`config.mk`:
```
export PLATFORM = sky130hd
export DESIGN_NAME = timer_mode_and_io_control
export DESIGN_NICKNAME = d
export VERILOG_FILES = /design/src/hdl/timer_pkg.sv /design/src/hdl/gr_link_if.sv /design/src/hdl/gr_unit.sv /design/src/hdl/timer_mode_and_io_control.sv
export VERILOG_INCLUDE_DIRS = /design/src /design/src/hdl
export SDC_FILE = /design/constraint.sdc
export NUM_CORES = 1
export LEC_CHECK = 0
export BUFFER_PORTS_ARGS = -buffer_cell sky130_fd_sc_hd__clkbuf_2
export CELL_PAD_IN_SITES_DETAIL_PLACEMENT = 1
export CELL_PAD_IN_SITES_GLOBAL_PLACEMENT = 1
export CORE_UTILIZATION = 30
export CTS_BUF_LIST = sky130_fd_sc_hd__clkbuf_16
export DETAILED_ROUTE_END_ITERATION = 8
export GPL_TIMING_DRIVEN = 0
export PLACE_DENSITY = 0.7
export SLEW_MARGIN = 20
export SYNTH_ARGS = -nofsm -noshare
export SYNTH_HDL_FRONTEND = slang
export SYNTH_HIERARCHICAL = 1
export SYNTH_SLANG_ARGS = --single-unit
export TNS_END_PERCENT = 10
```
`constraint.sdc`:
```
create_clock -name clk_i -period 2.72 [get_ports clk_i]
set_input_delay 0.136 -clock clk_i [delete_from_list [all_inputs] [get_ports clk_i]]
set_output_delay 0.136 -clock clk_i [all_outputs]
set_load 0.05 [all_outputs]
```
`src/hdl/timer_params.svh`:
```
`ifndef TIMER_PARAMS_SVH
`define TIMER_PARAMS_SVH

// ----------------------------------------------------------------
// Register byte offsets
// ----------------------------------------------------------------
`define MODE0_OFS        8'h00
`define MODE1_OFS        8'h04
`define MODE2_OFS        8'h08
`define IO0AB_OFS        8'h0C
`define IO0CD_OFS        8'h10
`define IO1_OFS          8'h14
`define IO2_OFS          8'h18
`define GR_BASE_OFS      8'h20
`define GR_STRIDE        8'h04
`define PIN_STATE_OFS    8'h40

// ----------------------------------------------------------------
// Fields and reset values
// ----------------------------------------------------------------
`define MODE_RESET       8'hC0
`define MODE_FIXED_BITS  2'h3
`define MODE_BF_B_BIT    5
`define MODE_BF_A_BIT    4
`define MODE_CH0_MASK    6'h3F
`define MODE_CH12_MASK   6'h0F
`define IO_RESET         8'h00
`define GR_RESET         16'h0000
`define IO_INIT_BIT      2

`endif

```
`src/hdl/timer_pkg.sv`:
```
package timer_pkg;

    // ----------------------------------------------------------------
    // Operating modes and pin functions
    // ----------------------------------------------------------------
    typedef enum logic [3:0] {
        MODE_NORMAL, MODE_RESERVED, MODE_PWM1, MODE_PWM2,
        MODE_PHASE1, MODE_PHASE2, MODE_PHASE3, MODE_PHASE4, MODE_PROHIBITED
    } mode_type;

    typedef enum logic [2:0] {
        IO_OFF, IO_OUT0, IO_OUT1, IO_TOGGLE,
        IO_CAP_RISE, IO_CAP_FALL, IO_CAP_BOTH, IO_PROHIBITED
    } io_action_type;

    function automatic mode_type decode_mode(input logic [3:0] md);
        if (md[3])
            return MODE_PROHIBITED;
        case (md[2:0])
            3'h0:    return MODE_NORMAL;
            3'h1:    return MODE_RESERVED;
            3'h2:    return MODE_PWM1;
            3'h3:    return MODE_PWM2;
            3'h4:    return MODE_PHASE1;
            3'h5:    return MODE_PHASE2;
            3'h6:    return MODE_PHASE3;
            default: return MODE_PHASE4;
        endcase
    endfunction : decode_mode

    function automatic io_action_type decode_io(input logic [3:0] io);
        if (io[3])
            return io[2] ? IO_PROHIBITED :
                   io[1] ? IO_CAP_BOTH : (io[0] ? IO_CAP_FALL : IO_CAP_RISE);
        case (io[1:0])
            2'h0:    return IO_OFF;
            2'h1:    return IO_OUT0;
            2'h2:    return IO_OUT1;
            default: return IO_TOGGLE;
        endcase
    endfunction : decode_io

endpackage : timer_pkg
```
`src/hdl/gr_link_if.sv`:
```
`timescale 1ns/1ps
interface gr_link_if #(parameter int CNT_W = 16);
    logic [3:0]       io_func;
    logic             suppress;
    logic [CNT_W-1:0] counter;
    logic [CNT_W-1:0] gr_value;
    logic             run;
    logic             pwm2;
    logic             cnt_clear;
    logic             pin_in;
    logic             match;
    logic             capture;
    logic             pin_out;
    logic             pin_oe;

    modport ctrl (output io_func, suppress, counter, gr_value, run, pwm2,
                  cnt_clear, pin_in, input match, capture, pin_out, pin_oe);
    modport unit (input io_func, suppress, counter, gr_value, run, pwm2,
                  cnt_clear, pin_in, output match, capture, pin_out, pin_oe);
endinterface : gr_link_if

```
`src/hdl/gr_unit.sv`:
```
`timescale 1ns/1ps
`include "timer_params.svh"
module gr_unit (
    input  wire logic clk_i,
    input  wire logic rst_i,
    gr_link_if.unit   lnk
);
    timer_pkg::io_action_type act;
    logic pin_prev_reg;
    logic pin_out_reg;
    logic pin_out_next;
    logic is_out;
    logic is_cap;
    logic init_lvl;
    logic edge_hit;

    // ----------------------------------------------------------------
    // Decode
    // ----------------------------------------------------------------
    assign act      = timer_pkg::decode_io(lnk.io_func);
    assign is_out   = act == timer_pkg::IO_OUT0 || act == timer_pkg::IO_OUT1
                   || act == timer_pkg::IO_TOGGLE;
    assign is_cap   = act == timer_pkg::IO_CAP_RISE || act == timer_pkg::IO_CAP_FALL
                   || act == timer_pkg::IO_CAP_BOTH;
    assign init_lvl = lnk.io_func[`IO_INIT_BIT];
    assign edge_hit = (act == timer_pkg::IO_CAP_RISE && lnk.pin_in && !pin_prev_reg)
                   || (act == timer_pkg::IO_CAP_FALL && !lnk.pin_in && pin_prev_reg)
                   || (act == timer_pkg::IO_CAP_BOTH && lnk.pin_in != pin_prev_reg);

    // Buffer duty silences both events and the pin
    assign lnk.match   = !lnk.suppress && is_out && lnk.run
                      && lnk.counter == lnk.gr_value;
    assign lnk.capture = !lnk.suppress && is_cap && edge_hit;
    assign lnk.pin_oe  = !lnk.suppress && is_out;
    assign lnk.pin_out = pin_out_reg;

    always_comb begin
        pin_out_next = pin_out_reg;
        if (!lnk.run) begin
            if (is_out)
                pin_out_next = init_lvl;
        end else if (lnk.pwm2 && lnk.cnt_clear && is_out) begin
            pin_out_next = init_lvl;
        end else if (lnk.match) begin
            case (act)
                timer_pkg::IO_OUT0:   pin_out_next = 1'b0;
                timer_pkg::IO_OUT1:   pin_out_next = 1'b1;
                timer_pkg::IO_TOGGLE: pin_out_next = !pin_out_reg;
                default:              pin_out_next = pin_out_reg;
            endcase
        end
    end

    always_ff @(posedge clk_i) begin
        if (rst_i) begin
            pin_prev_reg <= 1'b0;
            pin_out_reg  <= 1'b0;
        end else begin
            pin_prev_reg <= lnk.pin_in;
            pin_out_reg  <= pin_out_next;
        end
    end
endmodule : gr_unit

```
`src/hdl/timer_mode_and_io_control.sv`:
```
// The placing of the registers and the Wishbone interface to the registers were decided locally.
`timescale 1ns/1ps
`include "timer_params.svh"
// ----------------------------------------------------------------
// What this block does
// Each mode register loads 0xC0 on reset and during standby.
// Mode bits 7 and 6 are read-only and always read as one.
// Channel 0 pair-B bit makes register D a buffer of B with no events of its own.
// Channel 0 pair-A bit makes register C a buffer of A with no events of its own.
// On channels 1 and 2 mode bits 5 and 4 read zero and ignore writes.
// The mode field selects normal, reserved, PWM 1, PWM 2 or phase counting 1 to 4.
// Software keeps the top mode field bit at zero.
// Software keeps the second mode field bit at zero on channel 0.
// Software stops a channel counter before changing its mode.
// All pin control registers load zero on reset and during standby.
// Channel 0 has two pin control registers, others one; high nibble B or D, low A or C.
// A register on buffer duty ignores its pin control setting; its pin_out_o bit still takes the initial level.
// The chosen initial level is driven while the channel counter is stopped, and also on counter clear in PWM mode 2.
// In PWM mode 2 the pin takes the chosen level when the counter clears.
// Compare codes disable the pin or give initial 0 or 1 with drive 0, 1 or toggle.
// Capture codes latch the counter on rising, falling or both pin edges; 11xx none.
// An enabled compare fires when counter equals the register and acts that cycle.
// ----------------------------------------------------------------
module timer_mode_and_io_control #(
    parameter int CNT_W = 16
) (
    input  wire logic                  clk_i,
    input  wire logic                  rst_i,
    input  wire logic                  standby_i,
    input  wire logic                  cyc_i,
    input  wire logic                  stb_i,
    input  wire logic                  we_i,
    input  wire logic [7:0]            adr_i,
    input  wire logic [3:0]            sel_i,
    input  wire logic [31:0]           dat_i,
    output logic      [31:0]           dat_o,
    output logic                       ack_o,
    input  wire logic [2:0][CNT_W-1:0] counter_i,
    input  wire logic [2:0]            count_run_i,
    input  wire logic [2:0]            counter_clear_i,
    input  wire logic [7:0]            pin_in_i,
    output logic      [7:0]            pin_out_o,
    output logic      [7:0]            pin_oe_o,
    output logic      [7:0]            match_o,
    output logic      [7:0]            capture_o,
    output logic      [2:0][3:0]       operating_mode_field_o
);
    localparam int GR_N = 8;

    // ----------------------------------------------------------------
    // Helpers
    // ----------------------------------------------------------------
    // General register order: ch0 A B C D, ch1 A B, ch2 A B
    function automatic logic [1:0] chan_of(input int idx);
        if (idx < 4)
            return 2'h0;
        else if (idx < 6)
            return 2'h1;
        else
            return 2'h2;
    endfunction : chan_of

    logic             clr;
    logic             req;
    logic             ack_reg;
    logic [31:0]      dat_reg;
    logic [31:0]      rd_mux;
    logic             wr_commit;
    logic             wr_lo;
    logic             wr_hi;
    logic [7:0]       word_adr;
    logic [7:0]       mode_ofs [3];
    logic [7:0]       io_ofs [4];
    logic [2:0]       hit_mode;
    logic [3:0]       hit_io;
    logic [GR_N-1:0]  hit_gr;
    logic             hit_pin;
    logic [5:0]       mode_reg [3];
    logic [5:0]       mode_mask [3];
    logic [7:0]       mode_rd [3];
    logic [7:0]       io_reg [4];
    logic [CNT_W-1:0] gr_reg [GR_N];
    logic [CNT_W-1:0] gr_next [GR_N];
    logic [3:0]       io_func [GR_N];
    logic [1:0]       pair_on;
    logic [GR_N-1:0]  suppress;
    logic [2:0]       pwm2;

    assign clr = rst_i | standby_i;

    // ----------------------------------------------------------------
    // Wishbone slave
    // ----------------------------------------------------------------
    // One wait state; the write lands on the edge where ack is seen
    assign req       = cyc_i & stb_i;
    assign wr_commit = req & we_i & ack_reg;
    assign wr_lo     = wr_commit & sel_i[0];
    assign wr_hi     = wr_commit & sel_i[1];
    assign word_adr  = {adr_i[7:2], 2'h0};
    assign ack_o     = ack_reg;
    assign dat_o     = dat_reg;

    assign mode_ofs[0] = `MODE0_OFS;
    assign mode_ofs[1] = `MODE1_OFS;
    assign mode_ofs[2] = `MODE2_OFS;
    assign io_ofs[0]   = `IO0AB_OFS;
    assign io_ofs[1]   = `IO0CD_OFS;
    assign io_ofs[2]   = `IO1_OFS;
    assign io_ofs[3]   = `IO2_OFS;
    assign hit_pin     = word_adr == `PIN_STATE_OFS;

    for (genvar c = 0; c < 3; c++) begin : mode_dec_gen
        assign hit_mode[c]  = word_adr == mode_ofs[c];
        assign mode_mask[c] = (c == 0) ? `MODE_CH0_MASK : `MODE_CH12_MASK;
        assign mode_rd[c]   = {`MODE_FIXED_BITS, mode_reg[c]};
        assign pwm2[c]      = timer_pkg::decode_mode(mode_reg[c][3:0])
                           == timer_pkg::MODE_PWM2;
        assign operating_mode_field_o[c] = mode_reg[c][3:0];
    end
    for (genvar k = 0; k < 4; k++) begin : io_dec_gen
        assign hit_io[k] = word_adr == io_ofs[k];
    end
    for (genvar g = 0; g < GR_N; g++) begin : gr_dec_gen
        assign hit_gr[g] = word_adr == 8'(`GR_BASE_OFS + g * `GR_STRIDE);
    end

    always_comb begin
        rd_mux = 32'h0000_0000;
        if (hit_mode[0])
            rd_mux[7:0] = mode_rd[0];
        else if (hit_mode[1])
            rd_mux[7:0] = mode_rd[1];
        else if (hit_mode[2])
            rd_mux[7:0] = mode_rd[2];
        else if (hit_io[0])
            rd_mux[7:0] = io_reg[0];
        else if (hit_io[1])
            rd_mux[7:0] = io_reg[1];
        else if (hit_io[2])
            rd_mux[7:0] = io_reg[2];
        else if (hit_io[3])
            rd_mux[7:0] = io_reg[3];
        else if (hit_pin)
            rd_mux[23:0] = {pin_in_i, pin_oe_o, pin_out_o};
        else begin
            for (int i = 0; i < GR_N; i++) begin
                if (hit_gr[i])
                    rd_mux[CNT_W-1:0] = gr_reg[i];
            end
        end
    end

    always_ff @(posedge clk_i) begin
        if (rst_i) begin
            ack_reg <= 1'b0;
            dat_reg <= 32'h0000_0000;
        end else begin
            ack_reg <= req & ~ack_reg;
            if (req & ~ack_reg)
                dat_reg <= rd_mux;
        end
    end

    // ----------------------------------------------------------------
    // Mode and pin control registers
    // ----------------------------------------------------------------
    for (genvar c = 0; c < 3; c++) begin : mode_reg_gen
        always_ff @(posedge clk_i) begin
            if (clr)
                mode_reg[c] <= 6'(`MODE_RESET);
            else if (wr_lo && hit_mode[c])
                mode_reg[c] <= dat_i[5:0] & mode_mask[c];
        end
    end
    for (genvar k = 0; k < 4; k++) begin : io_reg_gen
        always_ff @(posedge clk_i) begin
            if (clr)
                io_reg[k] <= `IO_RESET;
            else if (wr_lo && hit_io[k])
                io_reg[k] <= dat_i[7:0];
        end
    end

    // ----------------------------------------------------------------
    // Buffer pairing on channel 0
    // ----------------------------------------------------------------
    assign pair_on[0] = mode_reg[0][`MODE_BF_A_BIT];
    assign pair_on[1] = mode_reg[0][`MODE_BF_B_BIT];
    assign suppress   = {4'h0, pair_on, 2'h0};

    // Hardware updates override a bus write in the same cycle
    always_comb begin
        for (int i = 0; i < GR_N; i++) begin
            gr_next[i] = gr_reg[i];
            if (wr_lo && hit_gr[i])
                gr_next[i][7:0] = dat_i[7:0];
            if (wr_hi && hit_gr[i])
                gr_next[i][CNT_W-1:8] = dat_i[CNT_W-1:8];
        end
        for (int i = 0; i < 2; i++) begin
            if (pair_on[i] && capture_o[i])
                gr_next[i+2] = gr_reg[i];
            else if (pair_on[i] && match_o[i])
                gr_next[i] = gr_reg[i+2];
        end
        for (int i = 0; i < GR_N; i++) begin
            if (capture_o[i])
                gr_next[i] = counter_i[chan_of(i)];
        end
    end

    // ----------------------------------------------------------------
    // General register units
    // ----------------------------------------------------------------
    for (genvar g = 0; g < GR_N; g++) begin : gr_gen
        gr_link_if #(.CNT_W(CNT_W)) lnk ();

        // Odd index takes the high nibble
        assign io_func[g]    = (g % 2 == 1) ? io_reg[g/2][7:4] : io_reg[g/2][3:0];
        assign lnk.io_func   = io_func[g];
        assign lnk.suppress  = suppress[g];
        assign lnk.counter   = counter_i[chan_of(g)];
        assign lnk.gr_value  = gr_reg[g];
        assign lnk.run       = count_run_i[chan_of(g)];
        assign lnk.pwm2      = pwm2[chan_of(g)];
        assign lnk.cnt_clear = counter_clear_i[chan_of(g)];
        assign lnk.pin_in    = pin_in_i[g];
        assign match_o[g]    = lnk.match;
        assign capture_o[g]  = lnk.capture;
        assign pin_out_o[g]  = lnk.pin_out;
        assign pin_oe_o[g]   = lnk.pin_oe;

        gr_unit u_unit (
            .clk_i (clk_i),
            .rst_i (clr),
            .lnk   (lnk.unit)
        );

        always_ff @(posedge clk_i) begin
            if (clr)
                gr_reg[g] <= `GR_RESET;
            else
                gr_reg[g] <= gr_next[g];
        end
    end
endmodule : timer_mode_and_io_control

```
==> metrics, run 1 <==
status=finished, final reports clean; sequential power share=0.421; worst reg2reg path depth=7; DP Area=around 16000 µm²; Die Height=around 220 µm; DR pass1 iterations=5; Worst Path Buf+Inv=2; # Post-CTS Setup Buffers=0; CTS root buf=clkbuf_16; Finished Cell Area=between 15000 and 20000 µm²; Top delay family on crit path=compound AO/OA/AOI/OAI gates; largest net degree at the start of global routing=34; DR vias=~14000; DRC violations left=0; Rel. slew slack=0.264; Non-Filler Instances=approximately 2400; crit path capture=gr_reg[0][6]; Net Sw Frac=0.296; maxcap violations=0; H-tree depth=1; CTS buffer count=26; commonest non-fill, non-tap cell in the layout=mux2i_1; final WL=between 60000 and 70000 µm; Final Hold Fails=0; post-route ant nets=0; number of antenna violations at the first check in global routing=1; Tmin final=around 2.6 ns; sequential area share after synthesis=0.331; hold path startpoint=counter_i[7]; nets=a little under 2000; #FFs+latches synth=215; RSZ-0062 raised after global routing=false; WL/cell=25.8 µm; Yosys warnings=6; Clk Latency, worst-skew pair=between 0.5 and 0.6 ns; Critical Path RT=3.23 ns; Die Footprint=48900 µm²; RR Endpoint=gr_reg[0][6]; ys async rst share=0; clock network fraction of design power=0.432; DRT iter0 DRCs=about 1200; vias in the first global route=between 10000 and 15000; endpoints failing setup=0; r2r setup slk=around 0.078 ns; Startpoint Class=flop; CP Data Arrival Time=between 3 and 4 ns; Distinct cells, synth=74; Vias/cell=~5.6; CP Depth=7; max reg flops=128; GR Util All Layers=0.250; row count=79; Layout area overhead=20.3%; Worst Setup SP=io_reg[0][0]; critical-path cell list=xor2_1 > o2111a_1 > clkbuf_2 > or3_1 > clkbuf_4 > a211oi_1 > a31o_2; die width=between 200 and 250 µm; VDD IR max=between 0.4 and 0.5 mV; CTS tree=yes; slowest stage delay, CP=between 0.6 and 0.7 ns; Post-synth EDFFs=46; cell internal pwr=roughly 0.0057 W; CP max-delay cell=or3_1; maximum clock path buffer count=3; ys flop type=dfxtp_1; DP HPWL=48800 µm; RePlAce Congestion=0.949; first-pass GRT wire length=92100 µm; combinational power share=0.146; Clock transition at path regs=approximately 0.060 ns; Cell Pwr Density=463 nW/µm²; crit-path max FO=10; Final Max Tran Viols=0; core area=about 47000 µm²; Final Cycle Share=0.971; ANT cells=0; cells after synthesis=approximately 1600; Leakage Power=7.08 nW; placed cells=around 2400; PortBufs=147; most frequent cells in the layout=mux2i_1, dfxtp_1, clkbuf_2; Hold WC Path Type=in2reg; Tightest Pin Transition=about 1.1 ns; crit path capture type=flop; share of layout cells above drive strength 1=0.227; Clock Skews=~0.023 ns; worst setup path class=reg2reg; Psw=between 0.002 and 0.0025 W; Initial Util=0.307; clock sink count=215; Worst R2R Start=io_reg[0][0]; Max Clock Freq=roughly 380 MHz; mean area per synthesized cell=approximately 9.1 µm²; grt ovf=0; Post-Syn Area=about 14000 µm²; I/O pin count=about 190
[per-stage QoR]
stage / setup slack [ns] / total power (W) / util / hold slack (ns) / TNS [ns]
after floorplan: 0.348 / 0.00407 / - / 0.240 / 0
after global placement: -0.698 / 0.00451 / 0.340 / 0.437 / -26.26
after detailed placement: -0.464 / 0.00455 / 0.341 / 0.446 / -18.64
after CTS: 0.00241 / 0.00802 / 0.368 / 0.00314 / 0
after global routing: 0.00186 / 0.00823 / 0.369 / 0.0114 / 0
final: 0.0781 / 0.00803 / 0.369 / 0.00685 / 0
[worst min-delay path by stage]
| stage | to | slack [ns] | cells past startpoint |
|---|---|---|---|
| global placement | gr_gen[0].u_unit/pin_prev_reg | 0.44 | 2 |
| finish | gr_reg[0][23] | 0.007 | 2 |
| CTS | gr_reg[0][23] | 0.003 | 2 |
| detailed placement | gr_gen[1].u_unit/pin_prev_reg | 0.45 | 2 |
| floorplan | ack_o | 0.24 | 1 |
| global route | gr_reg[1][37] | 0.01 | 3 |
[what timing repair did]
item,4_1_cts,5_1_grt
hold endpoints to repair,66,0
hold buffers,41,0
resized for setup,18,19
setup endpoints to repair,56,52
pin swaps,0,2
[power by group through the flow]
stage | clock network [W] | logic [W] | registers, W
finish | 0.00347 | 0.00117 | 0.00338
global route | 0.00361 | 0.00123 | 0.00338
CTS | 0.00349 | 0.00115 | 0.00338
detailed placement | 0 | 0.00110 | 0.00345
global placement | 0 | 0.00107 | 0.00345
floorplan | 0 | 0.000609 | 0.00346
[cell type report]
| type | count | area (µm²) |
|---|---|---|
| sequential | 215 | 4760 |
| multi-input combinational | 1226 | 8960 |
| tap | 607 | 759 |
| clock inverter | 21 | 141 |
| timing repair buffer | 189 | 1170 |
| clock buffer | 27 | 676 |
| buffer | 153 | 850 |
| fill | 5499 | 29600 |
| inverter | 3 | 11.3 |
[Yosys cell counts (10+ instances only)]
cell	number	area [µm²]
or3_1	10	62.6
nand3_1	22	110
buf_4	48	360
nor4_2	25	313
a22oi_1	10	75.1
xnor2_1	32	280
o21bai_1	10	75.1
mux2i_1	180	1800
dfxtp_1	169	3380
buf_2	34	170
a21oi_1	71	355
nor3_1	18	90.1
nor2_1	152	571
o211ai_1	13	97.6
mux2_2	14	158
clkbuf_1	65	244
o21ai_0	72	360
nand2_1	104	390
edfxtp_1	46	1380
mux4_2	16	360
xor2_1	112	981
and2_1	49	307
a31o_2	33	289
nor2b_1	19	119
nand4_1	12	75.1
a211oi_1	98	736
[per-layer routing]
metal,part of all wire,global-route usage
met1,0.43,0.330
met2,0.46,0.411
met3,0.073,0.0365
met4,0.036,0.0963
met5,0.00021,0
[worst register-to-register path: cells and delay by family (launching register included)]
kind                      cells  cell delay (ns)
AOI/OAI and AO/OA             3             0.67
xor gates and xnor gates      1             0.20
buffers and inverters         2             0.61
DFF                           1             0.48
and+or+nand+nor               1             0.63
[cell families after synthesis]
family | share of synthesized area
AND/OR/NAND/NOR | 0.187
multiplexers | 0.161
AO/OA/AOI/OAI | 0.175
XOR/XNOR | 0.0875
other | 0.000260
buffers and inverters | 0.0584
flip-flops | 0.331
(Power assumes the default switching activity.)
==> run 2: changes to the inputs <==
--- a/config.mk
+++ b/config.mk
@@ -9,6 +9,7 @@
 export BUFFER_PORTS_ARGS = -buffer_cell sky130_fd_sc_hd__clkbuf_2
 export CELL_PAD_IN_SITES_DETAIL_PLACEMENT = 1
 export CELL_PAD_IN_SITES_GLOBAL_PLACEMENT = 1
+export CORE_MARGIN = 2
 export CORE_UTILIZATION = 30
 export CTS_BUF_LIST = sky130_fd_sc_hd__clkbuf_16
 export DETAILED_ROUTE_END_ITERATION = 8
==> run 2 against run 1 <==
  * Fmax is 2.3% lower
  * Wire length is 1.2% higher
  * Sequential power hardly changed
  * Largest cell class unchanged
  * Largest power group unchanged
==> metrics, run 2 (synthesized netlist as in run 1, its figures left out) <==
Final Hold Fails=0; most frequent cells in the layout=mux2i_1, dfxtp_1, clkbuf_2; Die Footprint=49800 µm²; Hold WS=~0.0051 ns; Startpoint Class=flop; first-pass GRT wire length=around 93000 µm; CTS root buf=clkbuf_16; crit path capture type=flop; placed cells=between 2000 and 2500; CP Data Arrival Time=3.21 ns; PortBufs=between 100 and 150; GR Util All Layers=0.249; Non-Filler Instances=2452; DRC violations left=0; WL/cell=26.0 µm; Critical Path RT=approximately 3.2 ns; DP HPWL=slightly below 50000 µm; vias in the first global route=14100; clock sink count=between 200 and 250; Tmin final=2.70 ns; DR pass1 iterations=5; final core utilization=0.366; critical-path cell list=xor2_1 > o2111a_1 > clkbuf_2 > or3_1 > clkbuf_1 > buf_2 > a211oi_1 > a31o_2; crit-path max FO=10; Final Cycle Share=0.994; RePlAce Congestion=0.965; Leakage Power=a little over 7 nW; post-route ant nets=0; core area=47500 µm²; DRT iter0 DRCs=1013; Max Clock Freq=370 MHz; Clk Latency, worst-skew pair=0.57 ns; Rel. slew slack=0.261; max reg flops=roughly 130; final WL=roughly 64000 µm; Cell Pwr Density=around 460 nW/µm²; FF+latch area=~4800 µm²; RSZ-0062 raised after global routing=true; number of antenna violations at the first check in global routing=5; Die Height=around 220 µm; Hold WC Path Type=in2reg; largest net degree at the start of global routing=36; nets=approximately 1900; Top delay family on crit path=buffers and inverters; Worst Path Buf+Inv=3; Clock Skews=~0.018 ns; DR vias=approximately 14000; maxcap violations=0; row count=80; Clock transition at path regs=about 0.060 ns; # Post-CTS Setup Buffers=0; setup TNS=0 ns; maximum clock path buffer count=3; Vias/cell=5.66; H-tree depth=1; Tightest Pin Transition=about 1.1 ns; worst setup path class=reg2reg; area occupied by multi-input gates=about 9000 µm²; Initial Util=0.303; CTS tree=yes; CP max-delay cell=edfxtp_1; share of layout cells above drive strength 1=0.227; power after layout=roughly 0.0080 W; status=finished, final reports clean; Worst Setup SP=io_reg[0][0]; endpoints failing setup=0; Layout area overhead=20.7%; slowest stage delay, CP=about 0.48 ns; I/O pin count=about 190; commonest non-fill, non-tap cell in the layout=mux2i_1; CTS buffer count=26; grt ovf=0; Worst R2R Start=io_reg[0][0]; Final Max Tran Viols=0; fill count=around 5500; hold path startpoint=counter_i[9]; die width=around 220 µm; VDD IR max=0.431 mV
-- run 2: cell types whose count changed in the layout (fill, tap and decap cells not counted), sizes merged --
cell,delta
buf,-4
clkinvlp,+1
diode,+1
clkinv,-3
clkbuf,+5
inv,+1
dlygate4sd3,+2
-- run 2: final timing paths --
check / to / slack (ns) / depth (start not counted)
max: gr_reg[0][8] / 0.02 / 8
min: gr_reg[0][25] / 0.005 / 2
max reg2reg: gr_reg[0][8] / 0.02 / 8
min reg2reg: dat_o[16] / 0.46 / 2
-- run 2: per-layer routing --
metal / track usage / routed length [µm] / up-vias / part of all wire
li1: - / - / 6224 / -
met1: 0.322 / 26600 / 6904 / 0.42
met2: 0.415 / 29800 / 603 / 0.47
met3: 0.0440 / 4820 / 148 / 0.076
met4: 0.0927 / 2500 / 8 / 0.039
met5: 0 / 55 / - / 0.00086
-- run 2: layout make-up --
class,count,area share
Clock inverter,20,0.00813
Multi-Input combinational cell,1226,0.517
Antenna cell,1,0.000144
Sequential cell,215,0.274
Clock buffer,27,0.0388
Tap cell,615,0.0442
Inverter,3,0.000647
Buffer,154,0.0489
Timing Repair Buffer,191,0.0682
-- run 2: per-stage QoR --
stage	worst slack [ns]	area, µm²
detailed placement	-0.467	16000
global route	-0.0779	17400
global placement	-0.689	16000
floorplan	0.348	14500
CTS	0.00396	17300
finish	0.0152	17400
-- run 2: timing repair --
action,CTS,global route
gates cloned,0,0
hold buffers,43,0
pin swaps,0,3
endpoints found under the hold margin,79,0
endpoints found under the setup margin,56,66
resized for setup,19,16
-- run 2: power by group --
| group | leakage, nW | internal (W) | switching (W) |
|---|---|---|---|
| Sequential | 1.88 | 0.00331 | 0.0000715 |
| Combinational | 4.80 | 0.000376 | 0.000814 |
| Clock | 0.415 | 0.00197 | 0.00150 |
| Total | 7.10 | 0.00566 | 0.00238 |
